==> config.mk <==
export PLATFORM = sky130hd
export DESIGN_NAME = supply_voltage_detect_control
export DESIGN_NICKNAME = d
export VERILOG_FILES = /design/src/hw/svd_pkg.sv /design/src/hw/reg_bus_if.sv /design/src/hw/supply_voltage_detect_control.sv /design/src/hw/cmp_sync.sv /design/src/hw/svd_apb.sv
export SDC_FILE = /design/constraint.sdc
export NUM_CORES = 1
export LEC_CHECK = 0
export BUFFER_PORTS_ARGS = -buffer_cell sky130_fd_sc_hd__buf_2
export CAP_MARGIN = 20
export CORE_UTILIZATION = 43
export CTS_CLUSTER_SIZE = 30
export DETAILED_ROUTE_END_ITERATION = 8
export GPL_TIMING_DRIVEN = 0
export PLACE_DENSITY = 0.7
export SLEW_MARGIN = 20
export SYNTH_ARGS = -nofsm -noshare
export SYNTH_HDL_FRONTEND = slang
export SYNTH_SLANG_ARGS = --single-unit
==> constraint.sdc <==
create_clock -name clk_sys -period 2.5 [get_ports clk_sys]
set_input_delay 0.25 -clock clk_sys [delete_from_list [all_inputs] [get_ports clk_sys]]
set_output_delay 0.25 -clock clk_sys [all_outputs]
set_load 0.005 [all_outputs]
==> src/hw/svd_pkg.sv <==
// constants for the supply voltage detector control block
// assumes a 10 MHz system clock and word-aligned APB register access
package svd_pkg;

	localparam int ADDR_W = 22;
	localparam int DATA_W = 32;
	localparam int REG_W  = 8;
	localparam int CMP_W  = 2;
	localparam int IRQ_W  = 2;

	// register indices; the byte address is four times the index
	localparam logic [19:0] IDX_OPTION     = 20'h000c1;
	localparam logic [19:0] IDX_CTRL       = 20'hfffa9;
	localparam logic [19:0] IDX_LEVEL      = 20'hfffaa;
	localparam logic [19:0] IDX_IRQ_STATUS = 20'hfffab;
	localparam logic [19:0] IDX_IRQ_MASK   = 20'hfffac;

	localparam logic [ADDR_W-1:0] ADDR_OPTION     = {IDX_OPTION, 2'h0};
	localparam logic [ADDR_W-1:0] ADDR_CTRL       = {IDX_CTRL, 2'h0};
	localparam logic [ADDR_W-1:0] ADDR_LEVEL      = {IDX_LEVEL, 2'h0};
	localparam logic [ADDR_W-1:0] ADDR_IRQ_STATUS = {IDX_IRQ_STATUS, 2'h0};
	localparam logic [ADDR_W-1:0] ADDR_IRQ_MASK   = {IDX_IRQ_MASK, 2'h0};

	// field positions
	localparam int CTRL_REWRITE_BIT = 7;
	localparam int CTRL_MASK_BIT    = 1;
	localparam int CTRL_FLAG_BIT    = 0;
	localparam int LEVEL_MODE_BIT   = 7;
	localparam int LEVEL_SEL_BIT    = 0;
	localparam int OPT_MODE_HI      = 1;
	localparam int OPT_MODE_LO      = 0;
	localparam int CMP_HIGH         = 1;
	localparam int CMP_LOW          = 0;
	localparam int IRQ_DROP_BIT     = 0;
	localparam int IRQ_RESET_BIT    = 1;

	// option byte operating modes
	localparam logic [1:0] MODE_INT_RESET = 2'h2;
	localparam logic [1:0] MODE_RESET     = 2'h3;
	localparam logic [1:0] MODE_INT       = 2'h1;

	// level register values after a reset not caused by the detector
	localparam logic [REG_W-1:0] LEVEL_INIT_INT_RESET = 8'h00;
	localparam logic [REG_W-1:0] LEVEL_INIT_RESET     = 8'h81;
	localparam logic [REG_W-1:0] LEVEL_INIT_INT       = 8'h01;
	localparam logic [REG_W-1:0] LEVEL_INIT_OFF       = 8'h00;

	// threshold settling wait
	localparam int CLK_PERIOD_NS = 100;
	localparam int SETTLE_TIME_NS = 70100;
	localparam int SETTLE_CYCLES = (SETTLE_TIME_NS + CLK_PERIOD_NS - 1) / CLK_PERIOD_NS;
	localparam int SETTLE_W = 10;

endpackage : svd_pkg

==> src/hw/reg_bus_if.sv <==
// register strobes and read values between the APB slave and the detector core
// assumes both ends run on the same clock
`timescale 1ns/10ps
interface reg_bus_if;
	logic                    wr_ctrl;
	logic                    wr_level;
	logic                    wr_irq_status;
	logic                    wr_irq_mask;
	logic [svd_pkg::REG_W-1:0] wdata;
	logic [svd_pkg::REG_W-1:0] rd_ctrl;
	logic [svd_pkg::REG_W-1:0] rd_level;
	logic [svd_pkg::REG_W-1:0] rd_option;
	logic [svd_pkg::REG_W-1:0] rd_irq_status;
	logic [svd_pkg::REG_W-1:0] rd_irq_mask;

	modport bus (
		output wr_ctrl, wr_level, wr_irq_status, wr_irq_mask, wdata,
		input  rd_ctrl, rd_level, rd_option, rd_irq_status, rd_irq_mask
	);
	modport core (
		input  wr_ctrl, wr_level, wr_irq_status, wr_irq_mask, wdata,
		output rd_ctrl, rd_level, rd_option, rd_irq_status, rd_irq_mask
	);
endinterface : reg_bus_if

==> src/hw/supply_voltage_detect_control.sv <==
// control and status logic around the supply voltage detector comparators
// assumes analog comparators outside, a chip reset controller that reports the reset
// source on reset_by_detector, and an APB master on clk_sys
`timescale 1ns/10ps

module supply_voltage_detect_control (
	input  wire logic                       clk_sys,
	input  wire logic                       reset,
	input  wire logic                       reset_by_detector,
	input  wire logic [svd_pkg::REG_W-1:0]  option_byte,
	input  wire logic                       cmp_below_high,
	input  wire logic                       cmp_below_low,
	input  wire logic                       psel,
	input  wire logic                       penable,
	input  wire logic                       pwrite,
	input  wire logic [svd_pkg::ADDR_W-1:0] paddr,
	input  wire logic [svd_pkg::DATA_W-1:0] pwdata,
	output logic      [svd_pkg::DATA_W-1:0] prdata,
	output logic                            pready,
	output logic                            pslverr,
	output logic                            detector_reset_req,
	output logic                            supply_drop_irq,
	output logic                            irq
);
	reg_bus_if regs ();

	// a detector reset must not stall the detector itself, or the reset could never lift
	logic                      hard_reset;
	logic [svd_pkg::CMP_W-1:0] cmp_raw;
	logic [svd_pkg::CMP_W-1:0] cmp_filt;
	logic                      below_high;
	logic                      below_low;
	logic                      below_low_prev_q;
	logic                      below_high_prev_q;

	logic [svd_pkg::REG_W-1:0] option_q;
	logic [1:0]                mode;
	logic                      ir_mode;
	logic                      rst_mode;
	logic                      int_mode;
	logic                      det_on;

	logic                      rewrite_en_q;
	logic                      mode_bit_q;
	logic                      sel_bit_q;
	logic                      mode_bit_d;
	logic                      sel_bit_d;
	logic [svd_pkg::REG_W-1:0] level_init;

	logic [svd_pkg::SETTLE_W-1:0] settle_q;
	logic                         settle_busy;
	logic                         settle_start;
	logic                         mask_active;
	logic                         below_flag;

	logic                      drop_event;
	logic                      reset_event;
	logic                      reset_req_q;
	logic                      hold_q;
	logic                      drop_irq_q;
	logic [svd_pkg::IRQ_W-1:0] irq_status_q;
	logic [svd_pkg::IRQ_W-1:0] irq_mask_q;
	logic [svd_pkg::IRQ_W-1:0] irq_events;

	assign hard_reset = reset & ~reset_by_detector;

	assign cmp_raw[svd_pkg::CMP_HIGH] = cmp_below_high;
	assign cmp_raw[svd_pkg::CMP_LOW]  = cmp_below_low;

	cmp_sync u_sync (
		.clk_sys  (clk_sys),
		.clear    (hard_reset),
		.async_in (cmp_raw),
		.filt_out (cmp_filt)
	);

	assign below_high = cmp_filt[svd_pkg::CMP_HIGH];
	assign below_low  = cmp_filt[svd_pkg::CMP_LOW];

	svd_apb u_apb (
		.clk_sys (clk_sys),
		.reset   (reset),
		.psel    (psel),
		.penable (penable),
		.pwrite  (pwrite),
		.paddr   (paddr),
		.pwdata  (pwdata),
		.prdata  (prdata),
		.pready  (pready),
		.pslverr (pslverr),
		.regs    (regs)
	);

	// option byte is a strap: caught while a non-detector reset is held
	always_ff @(posedge clk_sys) begin
		if (hard_reset)
			option_q <= option_byte;
	end

	assign mode     = {option_q[svd_pkg::OPT_MODE_HI], option_q[svd_pkg::OPT_MODE_LO]};
	assign ir_mode  = (mode == svd_pkg::MODE_INT_RESET);
	assign rst_mode = (mode == svd_pkg::MODE_RESET);
	assign int_mode = (mode == svd_pkg::MODE_INT);
	// any other code is treated as detector off
	assign det_on   = ir_mode | rst_mode | int_mode;

	always_comb begin
		unique case ({option_byte[svd_pkg::OPT_MODE_HI], option_byte[svd_pkg::OPT_MODE_LO]})
			svd_pkg::MODE_INT_RESET: level_init = svd_pkg::LEVEL_INIT_INT_RESET;
			svd_pkg::MODE_RESET:     level_init = svd_pkg::LEVEL_INIT_RESET;
			svd_pkg::MODE_INT:       level_init = svd_pkg::LEVEL_INIT_INT;
			default:                 level_init = svd_pkg::LEVEL_INIT_OFF;
		endcase
	end

	// rewrite enable; software keeps it low outside interrupt-and-reset mode
	always_ff @(posedge clk_sys) begin
		if (hard_reset)
			rewrite_en_q <= 1'b0;
		else if (regs.wr_ctrl && !reset)
			rewrite_en_q <= regs.wdata[svd_pkg::CTRL_REWRITE_BIT];
	end

	// mode and select bits: automatic updates beat a software write in the same cycle
	always_comb begin
		mode_bit_d = mode_bit_q;
		sel_bit_d  = sel_bit_q;
		if (ir_mode && (drop_event || reset_event)) begin
			mode_bit_d = 1'b1;
			sel_bit_d  = 1'b1;
		end else if (regs.wr_level && rewrite_en_q && !reset) begin
			mode_bit_d = regs.wdata[svd_pkg::LEVEL_MODE_BIT];
			sel_bit_d  = regs.wdata[svd_pkg::LEVEL_SEL_BIT];
		end
	end

	always_ff @(posedge clk_sys) begin
		if (hard_reset) begin
			mode_bit_q <= level_init[svd_pkg::LEVEL_MODE_BIT];
			sel_bit_q  <= level_init[svd_pkg::LEVEL_SEL_BIT];
		end else begin
			mode_bit_q <= mode_bit_d;
			sel_bit_q  <= sel_bit_d;
		end
	end

	// settle wait after a drop interrupt or a threshold change, in interrupt-and-reset mode only
	assign settle_start = ir_mode & (drop_event | (sel_bit_d != sel_bit_q));
	assign settle_busy  = (settle_q != '0);

	always_ff @(posedge clk_sys) begin
		if (hard_reset)
			settle_q <= '0;
		else if (settle_start)
			settle_q <= svd_pkg::SETTLE_W'(svd_pkg::SETTLE_CYCLES);
		else if (settle_busy)
			settle_q <= settle_q - 1'b1;
	end

	// mask only exists in interrupt-and-reset mode
	assign mask_active = ir_mode & (rewrite_en_q | settle_busy);

	// with the detector on, the flag follows whichever comparator the select bit picks; it reads zero with the detector off
	assign below_flag = det_on & (sel_bit_q ? below_low : below_high);

	always_ff @(posedge clk_sys) begin
		// match the synchroniser's idle level so no false crossing follows reset
		if (hard_reset) begin
			below_low_prev_q  <= 1'b1;
			below_high_prev_q <= 1'b1;
		end else begin
			below_low_prev_q  <= below_low;
			below_high_prev_q <= below_high;
		end
	end

	// drop interrupt: high threshold in interrupt-and-reset mode, any low-threshold crossing in
	// interrupt mode once the start-up hold has lifted
	always_comb begin
		drop_event = 1'b0;
		if (ir_mode && !mode_bit_q && !sel_bit_q && !mask_active)
			drop_event = below_high & ~below_high_prev_q;
		else if (int_mode && !hold_q && !mode_bit_q)
			drop_event = below_low ^ below_low_prev_q;
	end

	// reset request generation in interrupt-and-reset mode
	assign reset_event = ir_mode & mode_bit_q & sel_bit_q & below_low & ~mask_active
	                   & ~reset_req_q;

	// interrupt mode keeps reset after a reset not caused by the detector until the supply clears the threshold
	always_ff @(posedge clk_sys) begin
		if (reset && !reset_by_detector)
			hold_q <= 1'b1;
		else if (!below_low)
			hold_q <= 1'b0;
	end

	always_ff @(posedge clk_sys) begin
		if (hard_reset)
			reset_req_q <= 1'b0;
		else if (rst_mode)
			reset_req_q <= below_low;
		else if (int_mode)
			reset_req_q <= hold_q & below_low;
		else if (ir_mode) begin
			if (reset_event)
				reset_req_q <= 1'b1;
			else if (!below_high)
				reset_req_q <= 1'b0;
		end else
			reset_req_q <= 1'b0;
	end

	always_ff @(posedge clk_sys) begin
		if (hard_reset)
			drop_irq_q <= 1'b0;
		else
			drop_irq_q <= drop_event;
	end

	assign detector_reset_req = reset_req_q;
	assign supply_drop_irq    = drop_irq_q;

	// sticky status: a new event beats a write-one clear in the same cycle
	assign irq_events[svd_pkg::IRQ_DROP_BIT]  = drop_event;
	assign irq_events[svd_pkg::IRQ_RESET_BIT] = reset_event |
	                                           (rst_mode & below_low & ~reset_req_q);

	always_ff @(posedge clk_sys) begin
		if (hard_reset)
			irq_status_q <= '0;
		else if (regs.wr_irq_status)
			irq_status_q <= (irq_status_q & ~regs.wdata[svd_pkg::IRQ_W-1:0]) | irq_events;
		else
			irq_status_q <= irq_status_q | irq_events;
	end

	always_ff @(posedge clk_sys) begin
		if (hard_reset)
			irq_mask_q <= '0;
		else if (regs.wr_irq_mask)
			irq_mask_q <= regs.wdata[svd_pkg::IRQ_W-1:0];
	end

	assign irq = |(irq_status_q & irq_mask_q);

	// read views; unused bits read as zero
	always_comb begin
		regs.rd_ctrl = '0;
		regs.rd_ctrl[svd_pkg::CTRL_REWRITE_BIT] = rewrite_en_q;
		regs.rd_ctrl[svd_pkg::CTRL_MASK_BIT]    = mask_active;
		regs.rd_ctrl[svd_pkg::CTRL_FLAG_BIT]    = below_flag;
		regs.rd_level = '0;
		regs.rd_level[svd_pkg::LEVEL_MODE_BIT]  = mode_bit_q;
		regs.rd_level[svd_pkg::LEVEL_SEL_BIT]   = sel_bit_q;
	end

	assign regs.rd_option     = option_q;
	assign regs.rd_irq_status = {{(svd_pkg::REG_W-svd_pkg::IRQ_W){1'b0}}, irq_status_q};
	assign regs.rd_irq_mask   = {{(svd_pkg::REG_W-svd_pkg::IRQ_W){1'b0}}, irq_mask_q};

endmodule : supply_voltage_detect_control

==> src/hw/cmp_sync.sv <==
// three-stage synchroniser with agreement filter for the comparator outputs
// assumes the inputs are asynchronous to clk_sys
`timescale 1ns/10ps
module cmp_sync (
	input  wire logic                      clk_sys,
	input  wire logic                      clear,
	input  wire logic [svd_pkg::CMP_W-1:0] async_in,
	output logic      [svd_pkg::CMP_W-1:0] filt_out
);
	for (genvar i = 0; i < svd_pkg::CMP_W; i++) begin : g_bit
		logic s1_q;
		logic s2_q;
		logic s3_q;
		// cleared stages report below threshold: until a real sample has passed the
		// filter nothing may look healthy, or a start-up hold could lift too early
		always_ff @(posedge clk_sys) begin
			if (clear) begin
				s1_q <= 1'b1;
				s2_q <= 1'b1;
				s3_q <= 1'b1;
			end else begin
				s1_q <= async_in[i];
				s2_q <= s1_q;
				s3_q <= s2_q;
			end
		end
		// a change only counts once the two later stages agree
		always_ff @(posedge clk_sys) begin
			if (clear)
				filt_out[i] <= 1'b1;
			else if (s2_q == s3_q)
				filt_out[i] <= s3_q;
		end
	end
endmodule : cmp_sync

==> src/hw/svd_apb.sv <==
// APB slave front end: address decode, write strobes, registered read data
// assumes an APB master on clk_sys; answers with no wait states
`timescale 1ns/10ps
module svd_apb (
	input  wire logic                       clk_sys,
	input  wire logic                       reset,
	input  wire logic                       psel,
	input  wire logic                       penable,
	input  wire logic                       pwrite,
	input  wire logic [svd_pkg::ADDR_W-1:0] paddr,
	input  wire logic [svd_pkg::DATA_W-1:0] pwdata,
	output logic      [svd_pkg::DATA_W-1:0] prdata,
	output logic                            pready,
	output logic                            pslverr,
	reg_bus_if.bus                          regs
);
	logic                      hit;
	logic [svd_pkg::REG_W-1:0] rd_mux;
	logic                      access;

	always_comb begin
		hit    = 1'b1;
		rd_mux = '0;
		unique case (paddr)
			svd_pkg::ADDR_OPTION:     rd_mux = regs.rd_option;
			svd_pkg::ADDR_CTRL:       rd_mux = regs.rd_ctrl;
			svd_pkg::ADDR_LEVEL:      rd_mux = regs.rd_level;
			svd_pkg::ADDR_IRQ_STATUS: rd_mux = regs.rd_irq_status;
			svd_pkg::ADDR_IRQ_MASK:   rd_mux = regs.rd_irq_mask;
			default:                  hit = 1'b0;
		endcase
	end

	assign access  = psel & penable;
	assign pready  = 1'b1;
	assign pslverr = access & ~hit;

	assign regs.wdata         = pwdata[svd_pkg::REG_W-1:0];
	assign regs.wr_ctrl       = access & pwrite & (paddr == svd_pkg::ADDR_CTRL);
	assign regs.wr_level      = access & pwrite & (paddr == svd_pkg::ADDR_LEVEL);
	assign regs.wr_irq_status = access & pwrite & (paddr == svd_pkg::ADDR_IRQ_STATUS);
	assign regs.wr_irq_mask   = access & pwrite & (paddr == svd_pkg::ADDR_IRQ_MASK);

	// read data captured in the setup cycle so it comes from a flop in the access phase
	always_ff @(posedge clk_sys) begin
		if (reset)
			prdata <= '0;
		else if (psel & ~penable & ~pwrite)
			prdata <= {{(svd_pkg::DATA_W-svd_pkg::REG_W){1'b0}}, rd_mux};
	end
endmodule : svd_apb

; ---- Word-level counts from Yosys, hierarchy flattened
; Index checks and enable logic that the tools add are counted.
[totals]
mem_bits_ro = 0
n_memories = 0
input_bits = 70
out_inout_bits = 37
ram_bits = 0
latchBits = 0
reg_bits = 46
[classes]
shift = 0
n_addsub = 1
magnitude_cmp = 0
n_div = 0
eq_ne = 14
reduce_logical = 23
muxes = 20
bitwise_logic = 40
mul = 0
[op_table]
columns = operator, n
row1 = 22-bit equality test (second input constant), 4
row2 = 8-bit one-hot mux with 5 select lines, 1
row3 = 1-bit bitwise AND, 22
row4 = 22-bit by 10-bit equality test with 1-bit output (second input constant), 1
row5 = 10-bit two-way mux, 2
row6 = 8-bit one-hot mux with 2 select lines, 1
row7 = 1-bit two-way mux, 15
row8 = 1-bit logical AND, 10
row9 = 10-bit nonzero test, 1
row10 = 10-bit by 1-bit subtractor with 10-bit output (second input constant), 1
row11 = 1-bit NOT, 7
row12 = 2-bit equality test (second input constant), 3
row13 = 1-bit zero test, 6
row14 = 5-bit inequality test (second input constant), 1
row15 = 1-bit OR, 5
row16 = 5-bit OR reduction, 1
row17 = 2-bit bitwise AND, 2
row18 = 2-bit by 1-bit equality test with 1-bit output (second input constant), 2
row19 = 2-bit OR, 2
row20 = 2-bit OR reduction, 2
row21 = 3-bit nonzero test, 1
row22 = 1-bit equality test, 2
row23 = 2-bit two-way mux, 1
row24 = 2-bit NOT, 1
row25 = 4 further kinds, 4

; ---- Longest topological paths before layout
; Gate-level depths: netlist of run 1.
[depth]
word_depth = 13
mapped_depth = 7
depth_no_buf = 7

; ---- Modules after synthesis
; From an unflattened synthesis of run 1, not the netlist that was laid out.
[unflattened]
cells_unflattened = 294
hier_area_um2 = 2731.4
[by_module_without_submodules]
columns = mod, n_inst, seq_area_each_um2, area_each_um2, cells_each
row1 = supply_voltage_detect_control, 1, 690.7, 1370.1, 135
row2 = svd_apb, 1, 160.2, 1131.1, 139
row3 = cmp_sync, 1, 160.2, 230.2, 20

; ---- Worst setup path after synthesis of run 1
; No wires, ideal clock.
[synth_timing]
kind = flip-flop to flip-flop
start = register settle_q[0] in the netlist's numbering
end = register settle_q[1] in the netlist's numbering
arrival_time_ns = 1.696
required_time_ns = 2.440
path_slack_ns = 0.744
setup_time_ns = 0.060
stages_incl_launch_ff = 8
cell_sequence = dfxtp_1 > inv_1 > ha_1 > nor3b_2 > nand4b_2 > o31a_1 > a31oi_4 > and3_1
[synth_via]
elab_chain_len = 13
word_cells_on_any_way = 17
cone_classes = add/sub: 1 / eq/ne: 1 / mux: 2 / bitwise: 7 / reduce/logical: 6
[synth_lines]
columns = element, line_no
row1 = start: declaration, supply_voltage_detect_control.sv:50  ; logic [svd_pkg::SETTLE_W-1:0] settle_q;
row2 = start signal: assignment, supply_voltage_detect_control.sv:155  ; settle_q <= svd_pkg::SETTLE_W'(svd_pkg::SETTLE_CYCLES);
row3 = start signal: assignment, supply_voltage_detect_control.sv:157  ; settle_q <= settle_q - 1'b1;
row4 = 10-bit nonzero test, supply_voltage_detect_control.sv:149  ; assign settle_busy = (settle_q != '0);
row5 = 1-bit OR, supply_voltage_detect_control.sv:161  ; assign mask_active = ir_mode & (rewrite_en_q | settle_busy);
row6 = 1-bit bitwise AND, supply_voltage_detect_control.sv:161
row7 = 1-bit NOT / 1-bit zero test (equally long branches), "supply_voltage_detect_control.sv:188, supply_voltage_detect_control.sv:181"
row8 = 1-bit bitwise AND / 1-bit logical AND (equally long branches), "supply_voltage_detect_control.sv:188, supply_voltage_detect_control.sv:181"
row9 = 1-bit bitwise AND / 1-bit two-way mux (equally long branches), "supply_voltage_detect_control.sv:189, supply_voltage_detect_control.sv:181"
row10 = 1-bit logical OR, supply_voltage_detect_control.sv:128  ; if (ir_mode && (drop_event || reset_event)) begin
row11 = 1-bit logical AND, supply_voltage_detect_control.sv:128
row12 = 1-bit two-way mux, supply_voltage_detect_control.sv:128
row13 = 1-bit inequality test, supply_voltage_detect_control.sv:148  ; assign settle_start = ir_mode & (drop_event | (sel_bit_d != sel_bit_q));
row14 = 1-bit OR, supply_voltage_detect_control.sv:148
row15 = 1-bit bitwise AND, supply_voltage_detect_control.sv:148
row16 = 2-bit OR reduction (no line), n/a
; Several ways; a longest one is shown, not always the timed one.
; A chain may end at the register's enable or synchronous reset.

; ---- Worst setup path after layout of run 1
[layout_timing]
start = register settle_q[0] in the netlist's numbering
end = register settle_q[5] in the netlist's numbering
[layout_via]
elab_chain_len = 13
word_cells_on_any_way = 19
cone_classes = add/sub: 1 / eq/ne: 1 / mux: 4 / bitwise: 7 / reduce/logical: 6
[layout_lines]
columns = element, line_no
row1 = 10-bit nonzero test, supply_voltage_detect_control.sv:149
row2 = 1-bit OR, supply_voltage_detect_control.sv:161
row3 = 1-bit bitwise AND, supply_voltage_detect_control.sv:161
row4 = 1-bit NOT / 1-bit zero test (equally long branches), "supply_voltage_detect_control.sv:188, supply_voltage_detect_control.sv:181"
row5 = 1-bit bitwise AND / 1-bit logical AND (equally long branches), "supply_voltage_detect_control.sv:188, supply_voltage_detect_control.sv:181"
row6 = 1-bit bitwise AND / 1-bit two-way mux (equally long branches), "supply_voltage_detect_control.sv:189, supply_voltage_detect_control.sv:181"
row7 = 1-bit logical OR, supply_voltage_detect_control.sv:128
row8 = 1-bit logical AND, supply_voltage_detect_control.sv:128
row9 = 1-bit two-way mux, supply_voltage_detect_control.sv:128
row10 = 1-bit inequality test, supply_voltage_detect_control.sv:148
row11 = 1-bit OR, supply_voltage_detect_control.sv:148
row12 = 1-bit bitwise AND, supply_voltage_detect_control.sv:148
row13 = 10-bit two-way mux / 2-bit nonzero test (equally long branches), n/a
; Several ways; a longest one is shown, not always the timed one. The select of a mux whose other input is x is not followed.

==> metrics.md, run 1 <==
| Metric | Value |
|---|---|
| Run status | `finished, final reports clean` |
| Initial DRC Count | `~120` |
| Cell count after synthesis | `~270` |
| Final Non-Filler Cells | `approximately 420` |
| Starting Density | `0.446` |
| RSZ-0062 raised after global routing | `no` |
| Post-DP HPWL | `3.98 mm` |
| Achievable Freq | `just under 500 MHz` |
| Final #Nets | `420` |
| Hold Violations, Final | `0` |
| IO Count | `between 100 and 150` |
| Final setup fails | `0` |
| Syn. warnings | `0` |
| #FFs+latches synth | `46` |
| Wire per inst | `around 13 µm` |
| Combinational share of power | `0.291` |
| Post-synth top area share | `0.304` |
| PortBufs | `51` |
| Fin. max-slew vios | `0` |
| Die ar. | `between 5000 and 6000 µm²` |
| Clock Tree Root | `clkbuf_8` |
| P_int | `between 1 and 1.5 mW` |
| Clock Power Share | `0.235` |
| Worst-path cell chain | `inv_1 > ha_1 > nor3b_2 > nand4b_2 > o31a_1 > a31oi_4 > a21oi_1` |
| Simple-Gate Fraction of Synth Area | `0.298` |
| CTS tree | `yes` |
| Main combinational cell family by area after synthesis | `simple AND/OR/NAND/NOR gates` |
| Crit path DAT | `between 2 and 2.5 ns` |
| CP Capture Type | `register` |
| Die W | `between 70 and 80 µm` |
| NetSw | `between 0.6 and 0.7 mW` |
| Share of the yosys chip area belonging to registers | `0.415` |
| CP Class | `reg2reg` |
| Part of the power in registers | `0.474` |
| Fraction of layout cells with a size suffix above 1 | `0.298` |
| Tmin final | `approximately 2.1 ns` |
| Die height | `77.3 µm` |
| Number of clock sinks | `between 40 and 50` |
| Synth cell types | `between 50 and 60` |
| Routed Antenna Nets | `0` |
| CP max FO | `8` |
| Leak Pwr | `between 1 and 1.5 nW` |
| Bufs on Longest Clock Path | `2` |
| Syn Std Cell Area | `2440 µm²` |
| Pin count of the biggest net entering global routing | `18` |
| Worst-Skew Late Latency | `0.30 ns` |
| Diodes inserted | `0` |
| Area delta synth->final | `21.6%` |
| Routed wire length | `~5.3 mm` |
| Vias in the first global route | `roughly 1900` |
| Syn_area_per_cell | `9.13 µm²` |
| Pwr Density | `686 nW/µm²` |
| Worst-margin pin slew | `a little over 1 ns` |
| Crit start category | `register` |
| Switching share of total power | `0.321` |
| Post-synth top cells | `dfxtp_1 (37), buf_4 (25), a21oi_1 (24)` |
| Synth area leader | `dfxtp_1` |
| Worst Path Required | `2.65 ns` |
| Detailed Routing Iterations Pass 1 | `4` |
| Synth area leaders | `dfxtp_1 (30%), edfxtp_1 (11%), buf_4 (7.7%)` |
| Synth Flop Type | `dfxtp_1` |
| GRT overflow | `0` |
| Overall routing resource usage | `0.187` |
| Hold crit path type | `in2reg` |
| Initial antenna violation count | `0` |
| IR drop worst, VDD | `~0.00037 V` |
| Synth Area in Compound Gates | `0.123` |
| Clock transition at path regs | `approximately 0.080 ns` |
| Drt drc | `0` |
| Post-route setup TNS | `0 ns` |
| Mux contribution to synthesized area | `0.0328` |
| Row count | `27` |
| Slowest stage cell, crit path | `o31a_1` |
| Global-route wire length before repair | `8.76 mm` |
| CP max stage delay | `0.37 ns` |
| DP Cell Count | `around 410` |
| Buffers inserted by post-CTS timing repair | `0` |
| Post-synth EDFFs | `9` |
| Post-CTS sizing | `0` |
| Routed vias | `2124` |
| H-tree depth | `2` |
| XOR/XNOR Fraction of Synth Area | `0.0215` |
| Adder-cell area share of the yosys netlist | `0.0103` |
| Post-synth ARST share | `0` |
| Final worst-path cycle share | `0.829` |
| Max-Cap Viols | `0` |
| Hold Buf Count CTS | `0` |
| Count leader, synth | `dfxtp_1` |
| Routability-driven placement congestion ratio | `0.899` |
| Core footprint | `about 5500 µm²` |
| Via/cell ratio | `roughly 5` |
| CTS buffer count | `5` |
| Max-slew headroom | `0.320` |
| Clock skew | `0.00370 ns` |
[registers in the layout (all words and copies together), names as in the netlist]
name,count
u_sync.filt_out,2
irq_mask_q,2
hold_q,1
u_sync.g_bit.s2_q,2
u_apb.prdata,8
settle_q,10
irq_status_q,2
sel_bit_q,1
detector_reset_req,1
u_sync.g_bit.s3_q,2
option_q,8
below_high_prev_q,1
mode_bit_q,1
below_low_prev_q,1
u_sync.g_bit.s1_q,2
supply_drop_irq,1
rewrite_en_q,1
[final timing paths]
check                                   from  depth (start not counted)  slack (ns)                         endpoint
min                           option_byte[6]                          1        0.12            option_q[6]$_DFFE_PP_
min reg2reg  u_sync.g_bit[0].s1_q$_SDFF_PP1_                          1        0.41  u_sync.g_bit[0].s2_q$_SDFF_PP1_
max reg2reg         settle_q[0]$_SDFFE_PP0P_                          7        0.43         settle_q[5]$_SDFFE_PP0P_
max                 settle_q[0]$_SDFFE_PP0P_                          7        0.43         settle_q[5]$_SDFFE_PP0P_
[cell families (layout without fill, tap and decap cells)]
group / after synthesis / in the layout
DFF: 46 / 46
adders and majority gates: 2 / 2
and+or+nand+nor: 120 / 120
muxes: 8 / 8
buffers and inverters: 37 / 96
xor gates and xnor gates: 6 / 6
AOI/OAI and AO/OA: 46 / 46
other: 2 / 25
[power groups by stage]
stage	Sequential, mW	Clock, mW	Combinational (mW)
6_report	0.965	0.478	0.592
5_1_grt	0.984	0.526	0.662
4_1_cts	0.965	0.501	0.592
3_5_place_dp	0.983	0	0.589
3_3_place_gp	0.978	0	0.576
2_1_floorplan	0.962	0	0.465
[routing by layer]
| layer | global-route usage | up-vias | share of wire |
|---|---|---|---|
| li1 | - | 1076 | - |
| met3 | 0.0393 | 10 | 0.046 |
| met1 | 0.231 | 982 | 0.45 |
| met5 | 0 | - | 0 |
| met4 | 0.102 | 0 | 0.019 |
| met2 | 0.303 | 56 | 0.48 |
[critical path, delay by kind of cell, from the launching register on]
family | cells | cell delay (ns)
and+or+nand+nor | 2 | 0.51
DFF | 1 | 0.34
adders and majority gates | 1 | 0.18
buffers and inverters | 1 | 0.08
AOI/OAI and AO/OA | 3 | 0.79
[stage by stage]
stage                     utilization  area, µm²  power (mW)  hold WS (ns)  setup WS (ns)
after floorplan                     -       2520        1.43         0.349          0.744
after global placement          0.524       2870        1.55         0.390          0.279
after detailed placement        0.524       2870        1.57         0.398          0.257
after CTS                       0.542       2970        2.06         0.104          0.423
after global routing            0.542       2970        2.17         0.101          0.281
final                           0.542       2970        2.03         0.121          0.427
[cells in the final DEF, fill, tap and decap left out, types with 9 or more instances in the layout]
| master | netlist | routed |
|---|---|---|
| buf_4 | 25 | 25 |
| nand2b_1 | 10 | 10 |
| nor2_1 | 22 | 22 |
| conb_1 | 2 | 25 |
| nand2_1 | 20 | 20 |
| dfxtp_1 | 37 | 37 |
| edfxtp_1 | 9 | 9 |
| buf_2 | 3 | 54 |
| nand3_1 | 11 | 11 |
| a21oi_1 | 24 | 24 |
[area by class of cell]
cell class	instances	area (µm²)
Tap cell	72	90.1
Sequential cell	46	1010
Inverter	6	22.5
Clock inverter	1	8.76
Buffer	31	215
Multi-Input combinational cell	207	1280
Fill cell	559	2510
Timing Repair Buffer	51	255
Clock buffer	7	86.3
No activity file was read; power rests on OpenSTA's default activity.
==> inputs of run 2 (changes only) <==
ABC_AREA = 1   (was unset)
PLACE_DENSITY = 0.69   (was 0.7)
clock period = 2.1 ns   (was 2.5 ns; I/O delays follow)
==> metrics.md, run 2 <==
| Metric | Value |
|---|---|
| Achievable Freq | `roughly 560 MHz` |
| Area delta synth->final | `20.9%` |
| PortBufs | `roughly 50` |
| Worst-margin pin slew | `between 0.6 and 0.7 ns` |
| Die ar. | `6210 µm²` |
| Bufs on Longest Clock Path | `2` |
| Overall routing resource usage | `0.176` |
| Synth cell types | `32` |
| Worst-path cell chain | `inv_1 > ha_1 > nand3_2 > nor2_4 > nand4_1 > nand3_2 > nand2_2 > nand2_1 > nand2_1 > nand3_2 > nand2_4 > nand2_4 > nor2_2` |
| Clock Tree Root | `clkbuf_8` |
| IR drop worst, VDD | `about 0.00046 V` |
| Synth Flop Type | `dfxtp_1` |
| CP Capture Type | `register` |
| Hold Violations, Final | `0` |
| Max-Cap Viols | `0` |
| Number of clock sinks | `between 40 and 50` |
| Die W | `just under 80 µm` |
| CP max stage delay | `roughly 0.35 ns` |
| Slowest stage cell, crit path | `dfxtp_1` |
| Tmin final | `between 1.5 and 2 ns` |
| Routed vias | `between 2000 and 2500` |
| Core footprint | `5610 µm²` |
| CTS tree | `yes` |
| Diodes inserted | `0` |
| Syn. warnings | `0` |
| Most Frequent Cell on Critical Path | `nand3_2` |
| Routability-driven placement congestion ratio | `0.824` |
| Starting Density | `0.452` |
| Max-slew headroom | `0.585` |
| Cell count after synthesis | `roughly 340` |
| Crit start category | `register` |
| Hold path endpoint | `option_q[7]$_DFFE_PP_` |
| CTS buffer count | `5` |
| GRT overflow | `0` |
| Clock transition at path regs | `0.09 ns` |
| Largest regs | `settle_q: 10 flops, option_q: 8 flops, u_apb.prdata: 8 flops` |
| Initial antenna violation count | `0` |
| Final worst-path cycle share | `0.858` |
| Post-synth ARST share | `0` |
| Vias in the first global route | `between 1500 and 2000` |
| Drt drc | `0` |
| Via/cell ratio | `4.63` |
| Post-CTS sizing | `0` |
| Synth area leader | `dfxtp_1` |
| Post-route setup TNS | `0 ns` |
| Syn Std Cell Area | `around 2500 µm²` |
| Total design power | `~2.4 mW` |
| CP max FO | `8` |
| Crit path DAT | `around 2.0 ns` |
| Max reg flops | `10` |
| Largest Register | `settle_q` |
| Clock skew | `about 0.0050 ns` |
| Share of the yosys chip area belonging to registers | `0.399` |
| Pwr Density | `792 nW/µm²` |
| Reg2reg path depth | `13` |
| Detailed Routing Iterations Pass 1 | `4` |
| Final setup fails | `0` |
| Post-synth top area share | `0.292` |
| RSZ-0062 raised after global routing | `no` |
| Post-DP HPWL | `4.26 mm` |
| Final #Nets | `between 400 and 500` |
| Syn_area_per_cell | `7.55 µm²` |
| Hold crit path type | `in2reg` |
| R2R Setup Slk | `around 0.30 ns` |
| Global-route wire length before repair | `8.56 mm` |
| Post-synth EDFFs | `9` |
| IO Count | `around 110` |
| Commonest non-fill, non-tap cells in the layout | `nand2_1 (58), buf_2 (55), inv_1 (46)` |
| Buffers inserted by post-CTS timing repair | `0` |
| Routed Antenna Nets | `0` |
| Worst-Skew Late Latency | `roughly 0.3 ns` |
| Post-synth top cells | `nand2_1 (58), inv_1 (46), dfxtp_1 (37)` |
| CP Class | `reg2reg` |
| Count leader, synth | `nand2_1` |
| Leak Pwr | `1.50 nW` |
| H-tree depth | `2` |
| #FFs+latches synth | `46` |
| Initial DRC Count | `65` |
| Routed wire length | `approximately 5.2 mm` |
| Wire per inst | `about 11 µm` |
| Core Util, Final | `0.547` |
| Row count | `27` |
| RR Startpoint | `settle_q[0]$_SDFFE_PP0P_` |
| Number of cells on the worst hold path | `1` |
| Hold Buf Count CTS | `0` |
| Fraction of layout cells with a size suffix above 1 | `0.287` |
| Fin. max-slew vios | `0` |
| Die height | `78.8 µm` |
| R2r endpoint | `settle_q[1]$_SDFFE_PP0P_` |
| Commonest non-fill, non-tap cell in the layout | `nand2_1` |
| Hold_sp | `option_byte[7]` |
| Worst Path Required | `about 2.3 ns` |
| Pin count of the biggest net entering global routing | `18` |
| Run status | `finished, final reports clean` |
| Synth area leaders | `dfxtp_1 (29%), edfxtp_1 (11%), nand2_1 (8.6%)` |
## run 2: changes by cell type in the layout (fill, tap and decap cells not counted), sizes merged, moves of 8 or more
cell    change
nor2       +13
nand2b     -10
nand2      +42
inv        +42
mux2i       -8
nand3      +17
## run 2: kinds of logic (layout without fill, tap and decap cells)
kind of cell             after synthesis  in the layout  synth area share
AND/OR/NAND/NOR                      160            160             0.309
buffers and inverters                 77            136             0.153
other                                  2             25           0.00296
XOR/XNOR                               8              8            0.0276
adder cells (fa/ha/maj)                2              2           0.00987
flip-flops                            46             46             0.399
AO/OA/AOI/OAI                         41             41            0.0992
## run 2: per-layer routing
metal	vias to the layer above	track usage	wire length, µm
met5	-	0	0
met4	0	0.0648	62
met3	8	0.0391	319
met2	66	0.307	2460
met1	982	0.210	2360
li1	1211	-	-
## run 2: critical path, delay by kind of cell, from the launching register on
kind / cells / cell delay (ns)
buf+inv: 1 / 0.08
flops: 1 / 0.35
fa+ha+maj: 1 / 0.18
simple gates: 11 / 1.07
## run 2: worst max-delay path by stage
stage	from	end	slack, ns	cells past startpoint
2_1_floorplan	settle_q[0]$_SDFFE_PP0P_	settle_q[1]$_SDFFE_PP0P_	0.51	13
3_3_place_gp	settle_q[0]$_SDFFE_PP0P_	settle_q[1]$_SDFFE_PP0P_	0.34	13
3_5_place_dp	settle_q[0]$_SDFFE_PP0P_	settle_q[6]$_SDFFE_PP0P_	0.32	13
4_1_cts	settle_q[0]$_SDFFE_PP0P_	settle_q[6]$_SDFFE_PP0P_	0.29	13
5_1_grt	settle_q[0]$_SDFFE_PP0P_	settle_q[1]$_SDFFE_PP0P_	0.09	13
6_report	settle_q[0]$_SDFFE_PP0P_	settle_q[1]$_SDFFE_PP0P_	0.30	13
## run 2: power breakdown
part	switching (mW)	internal, mW
Clock	0.307	0.271
Sequential	0.107	1.03
Combinational	0.390	0.322
## run 2: final cells by class
type / instances / area (µm²)
Buffer: 29 / 208
Timing Repair Buffer: 51 / 255
Multi-Input combinational cell: 236 / 1220
Clock inverter: 2 / 16.3
Inverter: 48 / 180
Sequential cell: 46 / 1010
Clock buffer: 6 / 82.6
Tap cell: 72 / 90.1
Fill cell: 567 / 2540
## run 2: metrics by stage
step | instances | hold WS (ns) | setup slack (ns) | area, µm²
4_1_cts | 490 | 0.0676 | 0.290 | 3070
3_3_place_gp | 482 | 0.388 | 0.342 | 2970
2_1_floorplan | 359 | 0.309 | 0.513 | 2620
3_5_place_dp | 482 | 0.388 | 0.317 | 2970
6_report | 490 | 0.0782 | 0.298 | 3070
5_1_grt | 490 | 0.0690 | 0.0944 | 3070
